### src/serial_i2c_defines.svh
// Register indices, field positions and timing for the serial I2C/DMA block.
// Assumes a 50 MHz system clock; included by bare name.
`ifndef SERIAL_I2C_DEFINES_SVH
`define SERIAL_I2C_DEFINES_SVH

`define REG_DMA_STATUS 16'h4496
`define REG_DMA_CTRL   16'h4498
`define REG_I2C_STATUS 16'h44a2
`define REG_I2C_CMD    16'h44a6
`define REG_I2C_ACK    16'h44a8
`define REG_I2C_DATA   16'h44c0
`define REG_INT_STATUS 16'h44c2
`define REG_INT_MASK   16'h44c4

`define CTRL_RX_LOAD_A 0
`define CTRL_RX_LOAD_B 1
`define CTRL_TX_LOAD_A 2
`define CTRL_TX_LOAD_B 3
`define CTRL_RX_RST    4
`define CTRL_TX_RST    5

`define CMD_RECV  0
`define CMD_SEND  1
`define CMD_START 2
`define CMD_STOP  3

`define STAT_NACK    0
`define STAT_TX_DONE 1
`define STAT_RX_DONE 2
`define STAT_CMD_FIN 3

`define ACK_SELECT 0

`define RESET_WORD 32'h0000_0000
`define ACK_SLOT   4'h8

`define CLK_PERIOD_NS  20
`define I2C_QUARTER_NS 2500

`endif

### src/serial_i2c_pkg.sv
// Types shared by the serial I2C/DMA block and its DMA sequencers.
// Assumes nothing beyond a SystemVerilog compiler.
`default_nettype none
package serial_i2c_pkg;

	typedef enum logic [1:0] {
		ST_IDLE  = 2'h0,
		ST_START = 2'h1,
		ST_BYTE  = 2'h3,
		ST_STOP  = 2'h2
	} i2c_state_t;

	typedef struct packed {
		logic start;
		logic sel;
	} dma_req_t;

	typedef struct packed {
		logic frame;
		logic parity;
		logic overrun;
	} rx_err_t;

endpackage : serial_i2c_pkg
`default_nettype wire

### src/dma_buffer_pair.sv
// A/B buffer sequencer for one DMA direction with per-buffer error flags.
// Assumes done pulses only while a buffer is being serviced.
`timescale 1ns/1ns
`default_nettype none
module dma_buffer_pair
	import serial_i2c_pkg::*;
(
	input  wire logic     clk,
	input  wire logic     rst,
	input  wire logic [1:0] load,
	input  wire logic     dma_rst,
	input  wire logic     done,
	input  wire rx_err_t  err,
	output var  dma_req_t req,
	output logic [1:0]    pend,
	output logic [1:0]    active,
	output logic [5:0]    err_flags
);
	logic [1:0] pend_q, pend_d;
	logic [1:0] frm_q, frm_d, par_q, par_d, ovf_q, ovf_d;
	logic       busy_q, busy_d, sel_q, sel_d, next_q, next_d, start_q, start_d;

	always_comb begin
		pend_d  = pend_q;
		busy_d  = busy_q;
		sel_d   = sel_q;
		next_d  = next_q;
		start_d = 1'b0;
		if (busy_q && done) begin
			pend_d[sel_q] = 1'b0; // RQ11
			busy_d        = 1'b0;
		end else if (!busy_q && pend_q != 2'h0) begin
			// Both loaded: take turns, so neither buffer starves
			sel_d   = (pend_q == 2'h3) ? next_q : pend_q[1]; // RQ17
			next_d  = ~sel_d;
			busy_d  = 1'b1;
			start_d = 1'b1;
		end
		pend_d = pend_d | load; // RQ9 RQ10 RQ12
		for (int b = 0; b < 2; b++) begin
			frm_d[b] = (frm_q[b] & ~(load[b] | dma_rst)) | (busy_q && sel_q == b[0] && err.frame); // RQ16
			par_d[b] = (par_q[b] & ~(load[b] | dma_rst)) | (busy_q && sel_q == b[0] && err.parity);
			ovf_d[b] = (ovf_q[b] & ~(load[b] | dma_rst)) | (busy_q && sel_q == b[0] && err.overrun);
		end
		if (dma_rst) begin
			pend_d  = 2'h0; // RQ7 RQ8
			busy_d  = 1'b0;
			next_d  = 1'b0;
			start_d = 1'b0;
		end
	end

	always_ff @(posedge clk) begin
		if (rst) begin
			pend_q  <= 2'h0;
			busy_q  <= 1'b0;
			sel_q   <= 1'b0;
			next_q  <= 1'b0;
			start_q <= 1'b0;
			frm_q   <= 2'h0;
			par_q   <= 2'h0;
			ovf_q   <= 2'h0;
		end else begin
			pend_q  <= pend_d;
			busy_q  <= busy_d;
			sel_q   <= sel_d;
			next_q  <= next_d;
			start_q <= start_d;
			frm_q   <= frm_d;
			par_q   <= par_d;
			ovf_q   <= ovf_d;
		end
	end

	assign req       = '{start: start_q, sel: sel_q};
	assign pend      = pend_q; // RQ13
	assign active    = busy_q ? (sel_q ? 2'h2 : 2'h1) : 2'h0;
	assign err_flags = {frm_q, par_q, ovf_q};
endmodule : dma_buffer_pair
`default_nettype wire

### src/pin_sync.sv
// Two-flop synchroniser for asynchronous pin levels.
// Assumes the pins idle at RESET_VAL.
`timescale 1ns/1ns
`default_nettype none
module pin_sync #(
	parameter int         WIDTH     = 2,
	parameter [WIDTH-1:0] RESET_VAL = '1
) (
	input  wire logic             clk,
	input  wire logic             rst,
	input  wire logic [WIDTH-1:0] d,
	output logic      [WIDTH-1:0] q
);
	genvar i;
	generate
		for (i = 0; i < WIDTH; i++) begin : g_bit
			logic meta_q;
			logic sync_q;
			always_ff @(posedge clk) begin
				if (rst) begin
					meta_q <= RESET_VAL[i];
					sync_q <= RESET_VAL[i];
				end else begin
					meta_q <= d[i];
					sync_q <= meta_q;
				end
			end
			assign q[i] = sync_q;
		end
	endgenerate
endmodule : pin_sync
`default_nettype wire

### src/serial_i2c_status_dma_control.sv
// I2C master command/status and A/B DMA control registers on Avalon-MM.
// Assumes open-drain pins resolved outside and a DMA engine that pulses done.
// Operation
// [RQ1] Receive command clocks one byte in and clears itself when finished.
// [RQ2] After a received byte, drive ACK if ack-select is one, else NACK.
// [RQ3] Byte-received flag rises once a byte is fully received.
// [RQ4] Byte-sent flag rises once a byte is completely transmitted.
// [RQ5] Not-acknowledged flag rises when the slave NACKs a sent byte.
// [RQ6] Command-finished flag on start/stop end; all four flags clear on next activity.
// [RQ7] Writing one resets transmit DMA; the bit clears itself.
// [RQ8] Writing one resets receive DMA; the bit clears itself.
// [RQ9] Transmit load bit A or B latches addresses and starts that buffer.
// [RQ10] Receive load bit A or B latches addresses and starts that buffer.
// [RQ11] Hardware clears each load bit when its buffer finishes.
// [RQ12] Writing zero to a load bit has no effect.
// [RQ13] A load bit reads one while active or pending, zero otherwise.
// [RQ14] Start command issues a start or repeated start, then clears itself.
// [RQ15] Send command shifts one byte out, then clears itself.
// [RQ16] Receive error flags per buffer clear on that buffer's load or DMA reset.
// [RQ17] Two loaded buffers are serviced one at a time, alternating A and B.
// [RQ18] DMA reset bits always read back as zero.
`include "serial_i2c_defines.svh"
`timescale 1ns/1ns
`default_nettype none
module serial_i2c_status_dma_control
	import serial_i2c_pkg::*;
#(
	parameter int QUARTER_CYCLES = (`I2C_QUARTER_NS + `CLK_PERIOD_NS - 1) / `CLK_PERIOD_NS
) (
	input  wire logic        clk,
	input  wire logic        rst,
	input  wire logic [15:0] address,
	input  wire logic        read,
	input  wire logic        write,
	input  wire logic [31:0] writedata,
	output logic      [31:0] readdata,
	output logic             waitrequest,
	output logic             irq,
	input  wire logic        scl_i,
	output logic             scl_o,
	output logic             scl_oe,
	input  wire logic        sda_i,
	output logic             sda_o,
	output logic             sda_oe,
	output var  dma_req_t    tx_dma_req,
	input  wire logic        tx_dma_done,
	output logic             tx_dma_reset_strobe,
	output var  dma_req_t    rx_dma_req,
	input  wire logic        rx_dma_done,
	output logic             rx_dma_reset_strobe,
	input  wire rx_err_t     rx_err
);
	localparam int CW = $clog2(QUARTER_CYCLES) + 1;

	// Bus side
	logic        ack_q, ack_d, req, wr_en;
	logic        wr_ctrl, wr_cmd, wr_ack, wr_data, wr_ist, wr_imask;
	logic [31:0] rdata_q, rdata_d, rmux;
	logic [3:0]  cmd_q, cmd_d, evt_q, evt_d;
	logic        ack_sel_q, ack_sel_d;
	logic [7:0]  tx_data_q, tx_data_d;
	logic [5:0]  int_st_q, int_st_d, int_mask_q, int_mask_d;
	logic        tx_rst_q, tx_rst_d, rx_rst_q, rx_rst_d;
	logic [1:0]  tx_load, rx_load, tx_pend, rx_pend, tx_act, rx_act;
	logic [5:0]  rx_errf;

	// Engine side
	i2c_state_t  state_q, state_d;
	logic [1:0]  phase_q, phase_d;
	logic [3:0]  bit_q, bit_d, cur_q, cur_d, cmd_done_mask, evt_set;
	logic [7:0]  shift_q, shift_d, rx_data_q, rx_data_d;
	logic [CW-1:0] cnt_q, cnt_d;
	logic        samp_q, samp_d, hold_q, hold_d;
	logic        scl_oe_q, scl_oe_d, sda_oe_q, sda_oe_d;
	logic        tick, advance, dispatch, bitval, scl_s, sda_s;

	pin_sync #(
		.WIDTH     (2),
		.RESET_VAL (2'h3)
	) u_sync (
		.clk (clk),
		.rst (rst),
		.d   ({scl_i, sda_i}),
		.q   ({scl_s, sda_s})
	);

	// One wait state: decode in the first cycle, answer in the second
	assign req         = read | write;
	assign waitrequest = req & ~ack_q;
	assign wr_en       = write & ack_q;
	assign wr_ctrl     = wr_en && address == `REG_DMA_CTRL;
	assign wr_cmd      = wr_en && address == `REG_I2C_CMD;
	assign wr_ack      = wr_en && address == `REG_I2C_ACK;
	assign wr_data     = wr_en && address == `REG_I2C_DATA;
	assign wr_ist      = wr_en && address == `REG_INT_STATUS;
	assign wr_imask    = wr_en && address == `REG_INT_MASK;
	assign tx_load     = wr_ctrl ? {writedata[`CTRL_TX_LOAD_B], writedata[`CTRL_TX_LOAD_A]} : 2'h0;
	assign rx_load     = wr_ctrl ? {writedata[`CTRL_RX_LOAD_B], writedata[`CTRL_RX_LOAD_A]} : 2'h0;
	assign tick        = cnt_q == CW'(QUARTER_CYCLES - 1);

	always_comb begin
		state_d       = state_q;
		phase_d       = phase_q;
		bit_d         = bit_q;
		shift_d       = shift_q;
		samp_d        = samp_q;
		cur_d         = cur_q;
		hold_d        = hold_q;
		rx_data_d     = rx_data_q;
		cnt_d         = tick ? '0 : cnt_q + 1'b1;
		evt_set       = 4'h0;
		cmd_done_mask = 4'h0;
		dispatch      = 1'b0;
		// Slave stretching: wait in the high phase until SCL is seen high
		advance       = tick && !(phase_q == 2'h1 && !scl_s);
		case (state_q)
			ST_IDLE: begin
				if (cmd_q != 4'h0) begin
					dispatch = 1'b1;
					phase_d  = 2'h0;
					bit_d    = 4'h0;
					cnt_d    = '0;
					shift_d  = tx_data_q;
					cur_d    = 4'h0;
					if (cmd_q[`CMD_START]) begin
						cur_d[`CMD_START] = 1'b1; // RQ14
						state_d           = ST_START;
					end else if (cmd_q[`CMD_STOP]) begin
						cur_d[`CMD_STOP] = 1'b1;
						state_d          = ST_STOP;
					end else if (cmd_q[`CMD_SEND]) begin
						cur_d[`CMD_SEND] = 1'b1; // RQ15
						state_d          = ST_BYTE;
					end else begin
						cur_d[`CMD_RECV] = 1'b1; // RQ1
						state_d          = ST_BYTE;
					end
				end
			end
			ST_START, ST_STOP: begin
				if (advance) begin
					phase_d = phase_q + 2'h1;
					if (phase_q == 2'h3) begin
						state_d                = ST_IDLE;
						hold_d                 = state_q == ST_START;
						evt_set[`STAT_CMD_FIN] = 1'b1; // RQ6
						cmd_done_mask          = cur_q;
					end
				end
			end
			ST_BYTE: begin
				if (advance) begin
					phase_d = phase_q + 2'h1;
					if (phase_q == 2'h2) begin
						samp_d = sda_s;
					end
					if (phase_q == 2'h3) begin
						bit_d = bit_q + 4'h1;
						if (bit_q != `ACK_SLOT) begin
							shift_d = {shift_q[6:0], samp_q};
						end else begin
							state_d       = ST_IDLE;
							cmd_done_mask = cur_q;
							if (cur_q[`CMD_RECV]) begin
								evt_set[`STAT_RX_DONE] = 1'b1; // RQ3
								rx_data_d              = shift_q;
							end else begin
								evt_set[`STAT_TX_DONE] = 1'b1; // RQ4
								evt_set[`STAT_NACK]    = samp_q; // RQ5
							end
						end
					end
				end
			end
			default: begin
				state_d = ST_IDLE;
			end
		endcase
		// Level the master puts on SDA in the current bit slot
		if (cur_q[`CMD_RECV]) begin
			bitval = (bit_q == `ACK_SLOT) ? ~ack_sel_q : 1'b1; // RQ2
		end else begin
			bitval = (bit_q == `ACK_SLOT) ? 1'b1 : shift_q[7];
		end
		case (state_q)
			ST_START: begin
				scl_oe_d = (phase_q == 2'h0) ? hold_q : (phase_q == 2'h3);
				sda_oe_d = phase_q[1];
			end
			ST_STOP: begin
				scl_oe_d = phase_q == 2'h0;
				sda_oe_d = ~phase_q[1];
			end
			ST_BYTE: begin
				scl_oe_d = phase_q == 2'h0 || phase_q == 2'h3;
				sda_oe_d = ~bitval;
			end
			default: begin
				scl_oe_d = hold_q;
				sda_oe_d = 1'b0;
			end
		endcase
	end

	always_ff @(posedge clk) begin
		if (rst) begin
			state_q   <= ST_IDLE;
			phase_q   <= 2'h0;
			bit_q     <= 4'h0;
			shift_q   <= 8'h00;
			samp_q    <= 1'b0;
			cur_q     <= 4'h0;
			hold_q    <= 1'b0;
			rx_data_q <= 8'h00;
			cnt_q     <= '0;
			scl_oe_q  <= 1'b0;
			sda_oe_q  <= 1'b0;
		end else begin
			state_q   <= state_d;
			phase_q   <= phase_d;
			bit_q     <= bit_d;
			shift_q   <= shift_d;
			samp_q    <= samp_d;
			cur_q     <= cur_d;
			hold_q    <= hold_d;
			rx_data_q <= rx_data_d;
			cnt_q     <= cnt_d;
			scl_oe_q  <= scl_oe_d;
			sda_oe_q  <= sda_oe_d;
		end
	end

	always_comb begin
		case (address)
			`REG_DMA_CTRL:   rmux = {26'h0, 2'h0, tx_pend, rx_pend}; // RQ13 RQ18
			`REG_DMA_STATUS: rmux = {22'h0, rx_errf, tx_act, rx_act};
			`REG_I2C_STATUS: rmux = {28'h0, evt_q};
			`REG_I2C_CMD:    rmux = {28'h0, cmd_q};
			`REG_I2C_ACK:    rmux = {31'h0, ack_sel_q};
			`REG_I2C_DATA:   rmux = {24'h0, rx_data_q};
			`REG_INT_STATUS: rmux = {26'h0, int_st_q};
			`REG_INT_MASK:   rmux = {26'h0, int_mask_q};
			default:         rmux = `RESET_WORD;
		endcase
		ack_d      = req & ~ack_q;
		rdata_d    = (req && !ack_q) ? rmux : rdata_q;
		// Completion clears first so a fresh software write still lands
		cmd_d      = (cmd_q & ~cmd_done_mask) | (wr_cmd ? writedata[3:0] : 4'h0); // RQ1 RQ14 RQ15
		evt_d      = (dispatch ? 4'h0 : evt_q) | evt_set; // RQ6
		ack_sel_d  = wr_ack ? writedata[`ACK_SELECT] : ack_sel_q;
		tx_data_d  = wr_data ? writedata[7:0] : tx_data_q;
		int_mask_d = wr_imask ? writedata[5:0] : int_mask_q;
		int_st_d   = (int_st_q & ~(wr_ist ? writedata[5:0] : 6'h0))
			| {rx_dma_done, tx_dma_done, evt_set};
		tx_rst_d   = wr_ctrl & writedata[`CTRL_TX_RST]; // RQ7
		rx_rst_d   = wr_ctrl & writedata[`CTRL_RX_RST]; // RQ8
	end

	always_ff @(posedge clk) begin
		if (rst) begin
			ack_q      <= 1'b0;
			rdata_q    <= `RESET_WORD;
			cmd_q      <= 4'h0;
			evt_q      <= 4'h0;
			ack_sel_q  <= 1'b0;
			tx_data_q  <= 8'h00;
			int_mask_q <= 6'h00;
			int_st_q   <= 6'h00;
			tx_rst_q   <= 1'b0;
			rx_rst_q   <= 1'b0;
		end else begin
			ack_q      <= ack_d;
			rdata_q    <= rdata_d;
			cmd_q      <= cmd_d;
			evt_q      <= evt_d;
			ack_sel_q  <= ack_sel_d;
			tx_data_q  <= tx_data_d;
			int_mask_q <= int_mask_d;
			int_st_q   <= int_st_d;
			tx_rst_q   <= tx_rst_d;
			rx_rst_q   <= rx_rst_d;
		end
	end

	dma_buffer_pair u_tx_dma (
		.clk       (clk),
		.rst       (rst),
		.load      (tx_load), // RQ9
		.dma_rst   (tx_rst_q),
		.done      (tx_dma_done),
		.err       (3'h0),
		.req       (tx_dma_req),
		.pend      (tx_pend),
		.active    (tx_act),
		.err_flags ()
	);
	dma_buffer_pair u_rx_dma (
		.clk       (clk),
		.rst       (rst),
		.load      (rx_load), // RQ10
		.dma_rst   (rx_rst_q),
		.done      (rx_dma_done),
		.err       (rx_err),
		.req       (rx_dma_req),
		.pend      (rx_pend),
		.active    (rx_act),
		.err_flags (rx_errf)
	);
	assign readdata            = rdata_q;
	assign irq                 = |(int_st_q & int_mask_q);
	assign scl_o               = 1'b0;
	assign sda_o               = 1'b0;
	assign scl_oe              = scl_oe_q;
	assign sda_oe              = sda_oe_q;
	assign tx_dma_reset_strobe = tx_rst_q;
	assign rx_dma_reset_strobe = rx_rst_q;
endmodule : serial_i2c_status_dma_control
`default_nettype wire

### config.mk
export PLATFORM = sky130hd
export DESIGN_NAME = serial_i2c_status_dma_control
export DESIGN_NICKNAME = d
export VERILOG_FILES = /design/src/serial_i2c_pkg.sv /design/src/dma_buffer_pair.sv /design/src/pin_sync.sv /design/src/serial_i2c_status_dma_control.sv
export VERILOG_INCLUDE_DIRS = /design/src
export SDC_FILE = /design/constraint.sdc
export NUM_CORES = 1
export LEC_CHECK = 0
export ABC_AREA = 1
export BUFFER_PORTS_ARGS = -buffer_cell sky130_fd_sc_hd__buf_2
export CAP_MARGIN = 10
export CORE_MARGIN = 5
export CORE_UTILIZATION = 45
export CTS_CLUSTER_DIAMETER = 150
export DETAILED_ROUTE_END_ITERATION = 7
export PLACE_DENSITY = 0.79
export SYNTH_ARGS = -nofsm -noshare
export SYNTH_HDL_FRONTEND = slang
export SYNTH_SLANG_ARGS = --single-unit
### constraint.sdc
create_clock -name clk -period 2.56 [get_ports clk]
set_input_delay 0.256 -clock clk [delete_from_list [all_inputs] [get_ports clk]]
set_output_delay 0.256 -clock clk [all_outputs]
set_load 0.02 [all_outputs]
==> load_flow_metrics.sql, run 1 <==
INSERT INTO impl_metrics (metric_group, metric, value, unit) VALUES
('detailed_routing', 'drt_drc_violations_left', '0', ''),
('place', 'pre_cts_slack', '478', 'ps'),
('setup_path', 'worstRegToRegCells', '7', ''),
('cts', 'clock_latency', '360', 'ps'),
('setup_path', 'end_kind', 'register', ''),
('detailed_routing', 'routed-via-count', '4605', ''),
('sta', 'clock-skew-final', '6.29', 'ps'),
('die', 'floorplan.die_area', '13400', 'sq um'),
('sta', 'fin_worst_hold_slack', '68.8', 'ps'),
('cts', 'cts_root_buffer', 'sky130_fd_sc_hd__clkbuf_8', ''),
('synth', 'post_synth_main_area_contributors', 'sky130_fd_sc_hd__dfxtp_1, sky130_fd_sc_hd__nand2_1, sky130_fd_sc_hd__nor2_1, sky130_fd_sc_hd__a21oi_1, sky130_fd_sc_hd__nand3_1', ''),
('detailed_routing', 'postRouteAntennaNets', '0', ''),
('die', 'design.portCount', '103', ''),
('cts', 'clkSlewWorstSetupHoldPaths', '100', 'ps'),
('synth', 'gate_count_post_synth', '719', ''),
('power_and_ir_drop', 'proportion_of_power_drawn_by_flip_flops_and_latches', '50.8', '%'),
('power_and_ir_drop', 'powerDensity', '616', 'nW/um^2'),
('cts', 'post-cts-setup-buffers', '0', ''),
('layout', 'fillers', '1067', ''),
('sta', 'worst-slew-pin-transition', '603', 'ps'),
('place', 'post-dp-hpwl', '8660', 'microns'),
('synth', 'synth_cell_type_count', '33', ''),
('synth', 'dominant_cell_type_by_area_after_synthesis', 'sky130_fd_sc_hd__dfxtp_1', ''),
('synth', 'syn-cell-area', '5040', 'sq um'),
('global_routing', 'grt_pass1_vias', '4008', ''),
('flow_run', 'max-cap-violations', '0', ''),
('power_and_ir_drop', 'power.total', '3.40', 'mW'),
('cts', 'cts.htree.levels', '3', ''),
('sta', 'relSlewSlack', '59.5', '%'),
('detailed_routing', 'drt_pass1_iterations', '5', ''),
('global_routing', 'grt_start_max_net_pins', '37', ''),
('layout', 'final_net_count', '838', ''),
('synth', 'avgSynthCellArea', '7.01', 'sq um'),
('setup_path', 'required', '2850', 'ps'),
('setup_path', 'cp-start-kind', 'register', ''),
('power_and_ir_drop', 'power.share.clock', '31.0', '%'),
('global_routing', 'grt_overflow_total', '0', ''),
('sta', 'setup_viol', '0', ''),
('cts', 'cts_tree', 'built', ''),
('place', 'placement.io_buffers', '54', ''),
('cts', 'post_cts.resized_instances', '0', ''),
('setup_path', 'largest_fanout_on_the_critical_path', '7', ''),
('setup_path', 'critPathKind', 'register to register', ''),
('global_routing', 'global_route_wire_length_before_repair', '18700', 'microns'),
('die', 'die_h', '116', 'microns'),
('cts', 'cts.hold.buffers_added', '0', ''),
('die', 'initial_utilization', '46.3', '%'),
('detailed_routing', 'post_drt_wl_per_cell', '12.7', 'microns'),
('global_routing', 'antenna_found_initial', '0', ''),
('synth', 'sequential_to_total_area_share_from_yosys_stat', '41.3', '%'),
('sta', 'setup_slack', '635', 'ps'),
('sta', 'timing.final.max_slew_violations', '0', ''),
('cts', 'inserted_clock_buffers', '9', ''),
('global_routing', 'grt_use_total', '17.3', '%'),
('power_and_ir_drop', 'combPwrFrac', '18.2', '%'),
('layout', 'antenna_cells_inserted', '0', ''),
('setup_path', 'arrival_time_reported_for_the_critical_path_endpoint', '2210', 'ps'),
('cts', 'sink_count_of_the_clock_tree', '104', ''),
('place', 'gp_congestion', '0.904', ''),
('power_and_ir_drop', 'peakVddDrop', '363', 'uV'),
('detailed_routing', 'initialDrtViolationCount', '382', ''),
('power_and_ir_drop', 'netSwitchingPower', '1.06', 'mW'),
('detailed_routing', 'number_of_vias_per_cell', '5.05', ''),
('die', 'core-area', '10900', 'sq um'),
('synth', 'ys_ff_latch', '104', ''),
('sta', 'final_hold_viol_count', '0', ''),
('outcome', 'run_status', 'completed', ''),
('layout', 'layout-area-overhead-vs-synth', '9.45', '%'),
('sta', 'max_clock_freq', '520', 'MHz'),
('worst_hold_path', 'holdCritPathClass', 'primary input to register', ''),
('detailed_routing', 'route.final.wire_length', '11600', 'microns');
-- layout make-up --
cell class | count | area (sq um) | share of cell area [%]
Multi-Input combinational cell | 518 | 2470 | 44.8
Tap cell | 140 | 175 | 3.17
Clock buffer | 9 | 124 | 2.24
Clock inverter | 7 | 78.8 | 1.43
Inverter | 73 | 274 | 4.96
Sequential cell | 104 | 2080 | 37.7
Timing Repair Buffer | 60 | 315 | 5.71
-- per-layer routing --
metal	track usage, %	up-vias	part of all wire [%]
li1	-	2356	-
met1	24.0	2055	46
met2	27.0	174	44
met3	3.29	20	8.4
met4	6.11	0	1.6
met5	0	-	0
-- worst paths after layout --
kind | to | startpoint
max | cnt_q[5] | state_q[0]
min | u_sync.g_bit[1].meta_q | scl_i
max reg2reg | cnt_q[5] | state_q[0]
min reg2reg | u_sync.g_bit[1].sync_q | u_sync.g_bit[1].meta_q
-- Yosys cell counts (all sizes together) --
cell,n
nor3,3
nand4,5
a21oi,70
ha,13
o211ai,4
nor4,3
a221oi,2
conb,1
nor2,102
buf,37
o21ai,40
o211a,2
dfxtp,104
o22ai,1
clkbuf,10
clkinv,2
xor2,3
nand3,66
a311oi,1
xnor2,2
nand2,169
or2,5
a22o,1
inv,71
o21a,1
a211oi,1
-- placed cells by master, fill, tap and decap left out, types with 5 or more instances in the layout --
master / synthesis / layout
sky130_fd_sc_hd__buf_4: 30 / 6
sky130_fd_sc_hd__clkbuf_8: 0 / 9
sky130_fd_sc_hd__or2_2: 5 / 5
sky130_fd_sc_hd__nand3_1: 64 / 64
sky130_fd_sc_hd__a21oi_1: 70 / 70
sky130_fd_sc_hd__ha_1: 13 / 13
sky130_fd_sc_hd__conb_1: 1 / 24
sky130_fd_sc_hd__o21ai_0: 40 / 40
sky130_fd_sc_hd__dfxtp_1: 104 / 104
sky130_fd_sc_hd__nand2_1: 166 / 166
sky130_fd_sc_hd__nor2_1: 94 / 94
sky130_fd_sc_hd__inv_1: 71 / 71
sky130_fd_sc_hd__nand4_1: 5 / 5
sky130_fd_sc_hd__buf_2: 5 / 54
-- power groups by stage --
stage	sequential, mW	combinational (mW)	clock [mW]
floorplan	1.76	0.510	0
global placement	1.76	0.604	0
detailed placement	1.76	0.608	0
CTS	1.73	0.614	1.07
global route	1.74	0.711	1.14
finish	1.73	0.620	1.05
-- logic make-up (layout without fill, tap and decap cells) --
logic type	count (synthesis)	count (layout)	share of synthesized area, %
AOI/OAI and AO/OA	123	123	13.0
DFF	104	104	41.3
other	1	24	0.0744
and+or+nand+nor	353	353	30.1
xor gates and xnor gates	5	5	0.869
buffers and inverters	120	149	11.4
adders and majority gates	13	13	3.23
-- worst max-delay path, cell delays in order (launching register included) --
cell	delay, ps
sky130_fd_sc_hd__dfxtp_1	380
sky130_fd_sc_hd__inv_1	110
sky130_fd_sc_hd__ha_1	300
sky130_fd_sc_hd__inv_1	130
sky130_fd_sc_hd__nor2_1	110
sky130_fd_sc_hd__nor2_1	370
sky130_fd_sc_hd__nand2_1	280
sky130_fd_sc_hd__nor3_1	180
-- through the flow --
stage	instance area (sq um)	utilization [%]	instances
after global placement	5320	48.8	895
final	5520	50.7	911
after CTS	5520	50.7	911
after detailed placement	5320	48.8	895
after global routing	5520	50.7	911
after floorplan	5130	-	742
-- registers in the layout (all words and copies together), names as in the netlist, 4 cells and up --
register    cells
bit_q           4
cmd_q           4
cnt_q           8
cur_q           4
evt_q           4
int_mask_q      6
int_st_q        6
readdata       10
rx_data_q       8
shift_q         8
tx_data_q       8
Note: power is estimated with default switching activity, not from simulation.
==> inputs of run 2 (changes only) <==
--- a/config.mk
+++ b/config.mk
@@ -13,7 +13,7 @@
 export CORE_UTILIZATION = 45
 export CTS_CLUSTER_DIAMETER = 150
 export DETAILED_ROUTE_END_ITERATION = 7
-export PLACE_DENSITY = 0.79
+export PLACE_DENSITY = 0.81
 export SYNTH_ARGS = -nofsm -noshare
 export SYNTH_HDL_FRONTEND = slang
 export SYNTH_SLANG_ARGS = --single-unit
==> constraint.sdc (replaced) <==
create_clock -name clk -period 1.6 [get_ports clk]
set_input_delay 0.16 -clock clk [delete_from_list [all_inputs] [get_ports clk]]
set_output_delay 0.16 -clock clk [all_outputs]
set_load 0.02 [all_outputs]
==> load_flow_metrics.sql, run 2 (synthesis gave the netlist of run 1 again) <==
INSERT INTO impl_metrics (metric_group, metric, value, unit) VALUES
('cts', 'clkSlewWorstSetupHoldPaths', '90', 'ps'),
('setup_path', 'path_buf_inv', '1', ''),
('setup_path', 'critical_path.startpoint', 'cnt_q[0]', ''),
('die', 'floorplan.die_area', '13400', 'sq um'),
('sta', 'setup_viol', '9', ''),
('sta', 'rsz0062_at_grt', 'yes', ''),
('cts', 'clock_latency', '390', 'ps'),
('die', 'standard_cell_row_count', '38', ''),
('flow_run', 'max-cap-violations', '0', ''),
('detailed_routing', 'routed-via-count', '4755', ''),
('setup_path', 'timing.rr.start', 'cnt_q[0]', ''),
('detailed_routing', 'post_drt_wl_per_cell', '13.2', 'microns'),
('setup_path', 'largest_fanout_on_the_critical_path', '8', ''),
('setup_path', 'end_kind', 'register', ''),
('power_and_ir_drop', 'peakVddDrop', '559', 'uV'),
('sta', 'clock-skew-final', '14.1', 'ps'),
('global_routing', 'global_route_wire_length_before_repair', '20600', 'microns'),
('place', 'gp_congestion', '0.884', ''),
('cts', 'cts_tree', 'built', ''),
('global_routing', 'met1_capacity_usage_during_global_routing', '25.6', '%'),
('worst_hold_path', 'timing.hold.worst_path_depth', '3', ''),
('setup_path', 'crit_path_most_repeated_cell', 'sky130_fd_sc_hd__nor2_4', ''),
('outcome', 'violations', 'setup timing', ''),
('worst_hold_path', 'holdCritPathClass', 'primary input to register', ''),
('detailed_routing', 'drt_drc_violations_left', '0', ''),
('global_routing', 'grt_start_max_net_pins', '46', ''),
('detailed_routing', 'drt_pass1_iterations', '5', ''),
('sta', 'final.min_clock_period', '1640', 'ps'),
('power_and_ir_drop', 'powerDensity', '949', 'nW/um^2'),
('layout', 'final_layout_size_suffix_gt1_share', '19.1', '%'),
('place', 'placement.io_buffers', '54', ''),
('setup_path', 'arrival_time_reported_for_the_critical_path_endpoint', '1960', 'ps'),
('setup_path', 'required', '1920', 'ps'),
('layout', 'fillers', '1026', ''),
('die', 'die_h', '116', 'microns'),
('layout', 'mostFrequentLayoutCells', 'sky130_fd_sc_hd__nand2_1, sky130_fd_sc_hd__dfxtp_1, sky130_fd_sc_hd__nor2_1, sky130_fd_sc_hd__a21oi_1, sky130_fd_sc_hd__inv_1', ''),
('layout', 'stdcell_count', '950', ''),
('detailed_routing', 'postRouteAntennaNets', '0', ''),
('place', 'numPlacedInstances', '930', ''),
('place', 'pre_cts_slack', '-58.1', 'ps'),
('die', 'core-area', '10900', 'sq um'),
('sta', 'max_clock_freq', '609', 'MHz'),
('layout', 'postLayoutCellArea', '5970', 'sq um'),
('layout', 'layout-area-overhead-vs-synth', '18.3', '%'),
('power_and_ir_drop', 'leakagePower', '2.58', 'nW'),
('cts', 'cts_max_path_buffers', '2', ''),
('layout', 'final_net_count', '877', ''),
('layout', 'antenna_cells_inserted', '0', ''),
('die', 'die_w', '116', 'microns'),
('sta', 'setup_slack', '-42.4', 'ps'),
('power_and_ir_drop', 'power.total', '5.67', 'mW'),
('global_routing', 'grt_util_met3', '5.27', '%'),
('setup_path', 'endpoint', 'shift_q[4]', ''),
('layout', 'utilization', '54.8', '%'),
('die', 'design.portCount', '103', ''),
('sta', 'timing.final.max_slew_violations', '0', ''),
('layout', 'most_frequent_standard_cell_in_the_layout_excluding_fill_and_tap_cells', 'sky130_fd_sc_hd__nand2_1', ''),
('detailed_routing', 'route.final.wire_length', '12500', 'microns'),
('detailed_routing', 'initialDrtViolationCount', '434', ''),
('layout', 'largest_register_ffs', '10', ''),
('setup_path', 'cp-start-kind', 'register', ''),
('die', 'initial_utilization', '46.3', '%'),
('setup_path', 'critPathKind', 'register to register', ''),
('setup_path', 'setup.reg_to_reg.worst_slack', '-40', 'ps'),
('cts', 'cts.htree.levels', '3', ''),
('setup_path', 'series_of_cell_instances_along_the_critical_path', 'inv_2 -> ha_4 -> nand2_4 -> nor2_4 -> nand3_4 -> nor2_4 -> nor2_4 -> nor2_4 -> nand3_4 -> nand2_1 -> nand2_1 -> nor2_1', ''),
('sta', 'final.setup.tns', '-180', 'ps'),
('global_routing', 'grt_pass1_vias', '4444', ''),
('sta', 'final_hold_viol_count', '0', ''),
('cts', 'cts_root_buffer', 'sky130_fd_sc_hd__clkbuf_8', ''),
('setup_path', 'worstRegToRegCells', '12', ''),
('setup_path', 'worst_path_dominant_cell_family', 'simple AND/OR/NAND/NOR gates', ''),
('global_routing', 'grt_busiest_layer', 'met2', ''),
('global_routing', 'grt_overflow_total', '0', ''),
('detailed_routing', 'number_of_vias_per_cell', '5.01', ''),
('setup_path', 'end_of_the_worst_register_to_register_path', 'shift_q[4]', ''),
('cts', 'sink_count_of_the_clock_tree', '104', ''),
('setup_path', 'crit_slowest_cell', 'sky130_fd_sc_hd__dfxtp_2', ''),
('setup_path', 'crit_cells', '12', ''),
('outcome', 'run_status', 'finished with violations', ''),
('sta', 'fin_worst_hold_slack', '33.5', 'ps'),
('setup_path', 'crit_path_max_incr_delay', '330', 'ps'),
('global_routing', 'grt_use_met2', '30.6', '%'),
('cts', 'inserted_clock_buffers', '9', ''),
('place', 'post-dp-hpwl', '9210', 'microns'),
('sta', 'layout_worst_path_cycle_share', '103', '%'),
('global_routing', 'antenna_found_initial', '0', ''),
('global_routing', 'grt_use_total', '19.2', '%'),
('place', 'dpl_cell_area', '5630', 'sq um');
[run 2: cell count changes in the layout (fill, tap and decap cells not counted), moves of 5 or more]
cell,delta
sky130_fd_sc_hd__buf_4,+32
sky130_fd_sc_hd__nand2_1,-8
sky130_fd_sc_hd__nand2_2,+7
sky130_fd_sc_hd__dfxtp_1,-5
sky130_fd_sc_hd__dfxtp_2,+5
[run 2: final cells by class]
class / instances / area (sq um) / area share, %
timing repair buffer: 98 / 656 / 11.0
tap: 140 / 175 / 2.94
multi-input combinational: 519 / 2570 / 43.2
clock inverter: 3 / 40.0 / 0.671
inverter: 73 / 274 / 4.59
clock buffer: 13 / 159 / 2.66
sequential: 104 / 2090 / 35.0
[run 2: worst min path at each step]
| stage | from | endpoint | slack (ps) |
|---|---|---|---|
| finish | rx_dma_done | int_st_q[5] | 30 |
| global route | rx_err[2] | u_rx_dma.frm_q[1] | 30 |
| CTS | rx_err[2] | u_rx_dma.frm_q[0] | 40 |
| detailed placement | sda_i | u_sync.g_bit[0].meta_q | 350 |
| global placement | scl_i | u_sync.g_bit[1].meta_q | 340 |
| floorplan | sda_i | u_sync.g_bit[0].meta_q | 260 |
[run 2: report_power, final]
group	internal, mW	switching, mW
clock network	0.806	0.875
registers	2.70	0.0626
logic	0.406	0.812
total	3.92	1.75
[run 2: layer usage]
metal  share of wire (%)  vias up  wire length (microns)
li1                    -     2435                      -
met1                  44     2141                   5540
met2                  45      155                   5680
met3                 8.8       24                   1110
met4                 1.3        0                    165
met5                   0        -                      0
[run 2: repair_timing]
item	CTS	global route
hold endpoints to repair	2	0
cloned	1	0
setup endpoints to repair	19	34
gates resized for setup	16	15
pin swaps	2	2
hold buffers	2	0
buffers inserted	1	0
[run 2: worst min-delay path: stages]
cell	delay (ps)
sky130_fd_sc_hd__buf_2	110
sky130_fd_sc_hd__a21oi_1	40
sky130_fd_sc_hd__nor2_1	70
==> inputs of run 3 (changes only) <==
--- a/config.mk
+++ b/config.mk
@@ -13,7 +13,7 @@
 export CORE_UTILIZATION = 45
 export CTS_CLUSTER_DIAMETER = 150
 export DETAILED_ROUTE_END_ITERATION = 7
-export PLACE_DENSITY = 0.81
+export PLACE_DENSITY = 0.79
 export SYNTH_ARGS = -nofsm -noshare
 export SYNTH_HDL_FRONTEND = slang
 export SYNTH_SLANG_ARGS = --single-unit
==> constraint.sdc (replaced) <==
create_clock -name clk -period 2.05 [get_ports clk]
set_input_delay 0.205 -clock clk [delete_from_list [all_inputs] [get_ports clk]]
set_output_delay 0.205 -clock clk [all_outputs]
set_load 0.02 [all_outputs]
==> load_flow_metrics.sql, run 3 (synthesis gave the netlist of run 1 again) <==
INSERT INTO impl_metrics (metric_group, metric, value, unit) VALUES
('power_and_ir_drop', 'peakVddDrop', '496', 'uV'),
('layout', 'postLayoutCellArea', '5670', 'sq um'),
('detailed_routing', 'post_drt_wl_per_cell', '13.0', 'microns'),
('outcome', 'run_status', 'completed', ''),
('detailed_routing', 'drt_pass1_iterations', '5', ''),
('place', 'gp_congestion', '0.893', ''),
('setup_path', 'required', '2360', 'ps'),
('setup_path', 'arrival_time_reported_for_the_critical_path_endpoint', '2220', 'ps'),
('power_and_ir_drop', 'leakagePower', '2.42', 'nW'),
('die', 'die_h', '116', 'microns'),
('die', 'standard_cell_row_count', '38', ''),
('place', 'numPlacedInstances', '903', ''),
('cts', 'cts.htree.levels', '3', ''),
('die', 'floorplan.die_area', '13400', 'sq um'),
('sta', 'max_clock_freq', '524', 'MHz'),
('detailed_routing', 'route.final.wire_length', '12000', 'microns'),
('cts', 'inserted_clock_buffers', '9', ''),
('sta', 'setup_viol', '0', ''),
('global_routing', 'grt_use_met2', '29.0', '%'),
('sta', 'timing.final.max_slew_violations', '0', ''),
('layout', 'most_frequent_standard_cell_in_the_layout_excluding_fill_and_tap_cells', 'sky130_fd_sc_hd__nand2_1', ''),
('cts', 'cts_tree', 'built', ''),
('layout', 'fillers', '1078', ''),
('setup_path', 'cp-start-kind', 'register', ''),
('setup_path', 'largest_fanout_on_the_critical_path', '18', ''),
('detailed_routing', 'initialDrtViolationCount', '436', ''),
('global_routing', 'global_route_wire_length_before_repair', '19700', 'microns'),
('layout', 'mostFrequentLayoutCells', 'sky130_fd_sc_hd__nand2_1, sky130_fd_sc_hd__dfxtp_1, sky130_fd_sc_hd__nor2_1, sky130_fd_sc_hd__inv_1, sky130_fd_sc_hd__a21oi_1', ''),
('global_routing', 'met1_capacity_usage_during_global_routing', '24.6', '%'),
('layout', 'layout-area-overhead-vs-synth', '12.5', '%'),
('global_routing', 'antenna_found_initial', '0', ''),
('global_routing', 'grt_busiest_layer', 'met2', ''),
('place', 'post-dp-hpwl', '8880', 'microns'),
('sta', 'layout_worst_path_cycle_share', '93.1', '%'),
('layout', 'final_layout_size_suffix_gt1_share', '13.3', '%'),
('detailed_routing', 'routed-via-count', '4676', ''),
('detailed_routing', 'postRouteAntennaNets', '0', ''),
('layout', 'antenna_cells_inserted', '0', ''),
('setup_path', 'worstRegToRegCells', '9', ''),
('sta', 'relSlewSlack', '55.9', '%'),
('global_routing', 'grt_overflow_total', '0', ''),
('die', 'core-area', '10900', 'sq um'),
('setup_path', 'end_kind', 'register', ''),
('detailed_routing', 'number_of_vias_per_cell', '5.08', ''),
('worst_hold_path', 'holdCritPathClass', 'primary input to register', ''),
('global_routing', 'grt_use_total', '18.3', '%'),
('die', 'initial_utilization', '46.3', '%'),
('place', 'dpl_cell_area', '5390', 'sq um'),
('die', 'die_w', '116', 'microns'),
('global_routing', 'grt_start_max_net_pins', '40', ''),
('global_routing', 'grt_util_met3', '4.86', '%'),
('layout', 'largest_register_ffs', '10', ''),
('global_routing', 'grt_pass1_vias', '4273', ''),
('detailed_routing', 'drt_drc_violations_left', '0', ''),
('layout', 'final_net_count', '848', ''),
('cts', 'clock_latency', '380', 'ps'),
('flow_run', 'max-cap-violations', '0', ''),
('cts', 'cts_root_buffer', 'sky130_fd_sc_hd__clkbuf_8', ''),
('place', 'placement.io_buffers', '54', ''),
('cts', 'clkSlewWorstSetupHoldPaths', '100', 'ps'),
('setup_path', 'critPathKind', 'register to register', ''),
('power_and_ir_drop', 'powerDensity', '798', 'nW/um^2'),
('cts', 'cts_max_path_buffers', '2', ''),
('layout', 'stdcell_count', '921', ''),
('worst_hold_path', 'timing.hold.worst_path_depth', '3', ''),
('cts', 'post-cts-setup-buffers', '0', ''),
('die', 'design.portCount', '103', ''),
('sta', 'final.min_clock_period', '1910', 'ps'),
('power_and_ir_drop', 'power.total', '4.53', 'mW'),
('sta', 'clock-skew-final', '11.6', 'ps'),
('cts', 'sink_count_of_the_clock_tree', '104', ''),
('sta', 'final_hold_viol_count', '0', ''),
('sta', 'worst-slew-pin-transition', '655', 'ps');
run 3: cell count changes in the layout (fill, tap and decap cells not counted), moves of 3 or more:
cell,change
sky130_fd_sc_hd__buf_4,-25
sky130_fd_sc_hd__nand2_1,+8
sky130_fd_sc_hd__nor2_1,+3
sky130_fd_sc_hd__dfxtp_1,+5
sky130_fd_sc_hd__buf_12,-3
sky130_fd_sc_hd__nand2_2,-7
sky130_fd_sc_hd__dfxtp_2,-5
run 3: final timing paths:
kind | from | to | slack, ps
hold reg to reg | u_sync.g_bit[0].meta_q | u_sync.g_bit[0].sync_q | 420
setup / recovery | phase_q[1] | rx_data_q[3] | 140
setup reg to reg | phase_q[1] | rx_data_q[3] | 140
hold / removal | rx_dma_done | int_st_q[5] | 70
run 3: critical path, stage by stage (launching register included):
cell,delay [ps]
sky130_fd_sc_hd__dfxtp_1,420
sky130_fd_sc_hd__inv_1,100
sky130_fd_sc_hd__ha_1,190
sky130_fd_sc_hd__nand2_1,100
sky130_fd_sc_hd__nand3_4,140
sky130_fd_sc_hd__nor2_4,160
sky130_fd_sc_hd__nand2_1,110
sky130_fd_sc_hd__nor2_4,340
sky130_fd_sc_hd__o21ai_0,150
sky130_fd_sc_hd__a21oi_1,130
run 3: layout make-up:
cell class | count | area, sq um | share of cell area [%]
Multi-Input combinational cell | 518 | 2480 | 43.7
Sequential cell | 104 | 2080 | 36.7
Timing Repair Buffer | 70 | 408 | 7.19
Inverter | 73 | 274 | 4.83
Tap cell | 140 | 175 | 3.09
Clock buffer | 11 | 151 | 2.67
Clock inverter | 5 | 103 | 1.81
run 3: power by group:
| part | switching, mW | internal (mW) | total [mW] | leakage, nW |
|---|---|---|---|---|
| clock network | 0.699 | 0.875 | 1.57 | 0.126 |
| logic | 0.545 | 0.252 | 0.798 | 1.45 |
| registers | 0.0483 | 2.11 | 2.15 | 0.842 |
run 3: layer usage:
layer | share of wire [%] | wire length [microns]
met1 | 46 | 5500
met2 | 45 | 5340
met3 | 7.8 | 933
met4 | 1.6 | 195
met5 | 0 | 0
run 3: repair_timing:
| action | CTS | global route |
|---|---|---|
| hold endpoints to repair | 2 | 0 |
| hold buffers | 2 | 0 |
| gates resized for setup | 0 | 2 |
| setup endpoints to repair | 0 | 3 |
run 3: stage by stage:
| step | util [%] | hold WS (ps) | TNS, ps | setup WS [ps] |
|---|---|---|---|---|
| after detailed placement | 49.5 | 391 | 0 | 198 |
| final | 52.1 | 74.8 | 0 | 142 |
| after floorplan | - | 309 | 0 | 449 |
| after CTS | 52.0 | 68.7 | 0 | 167 |
| after global routing | 52.1 | 77.1 | -16.2 | -5.93 |
| after global placement | 49.5 | 389 | 0 | 276 |
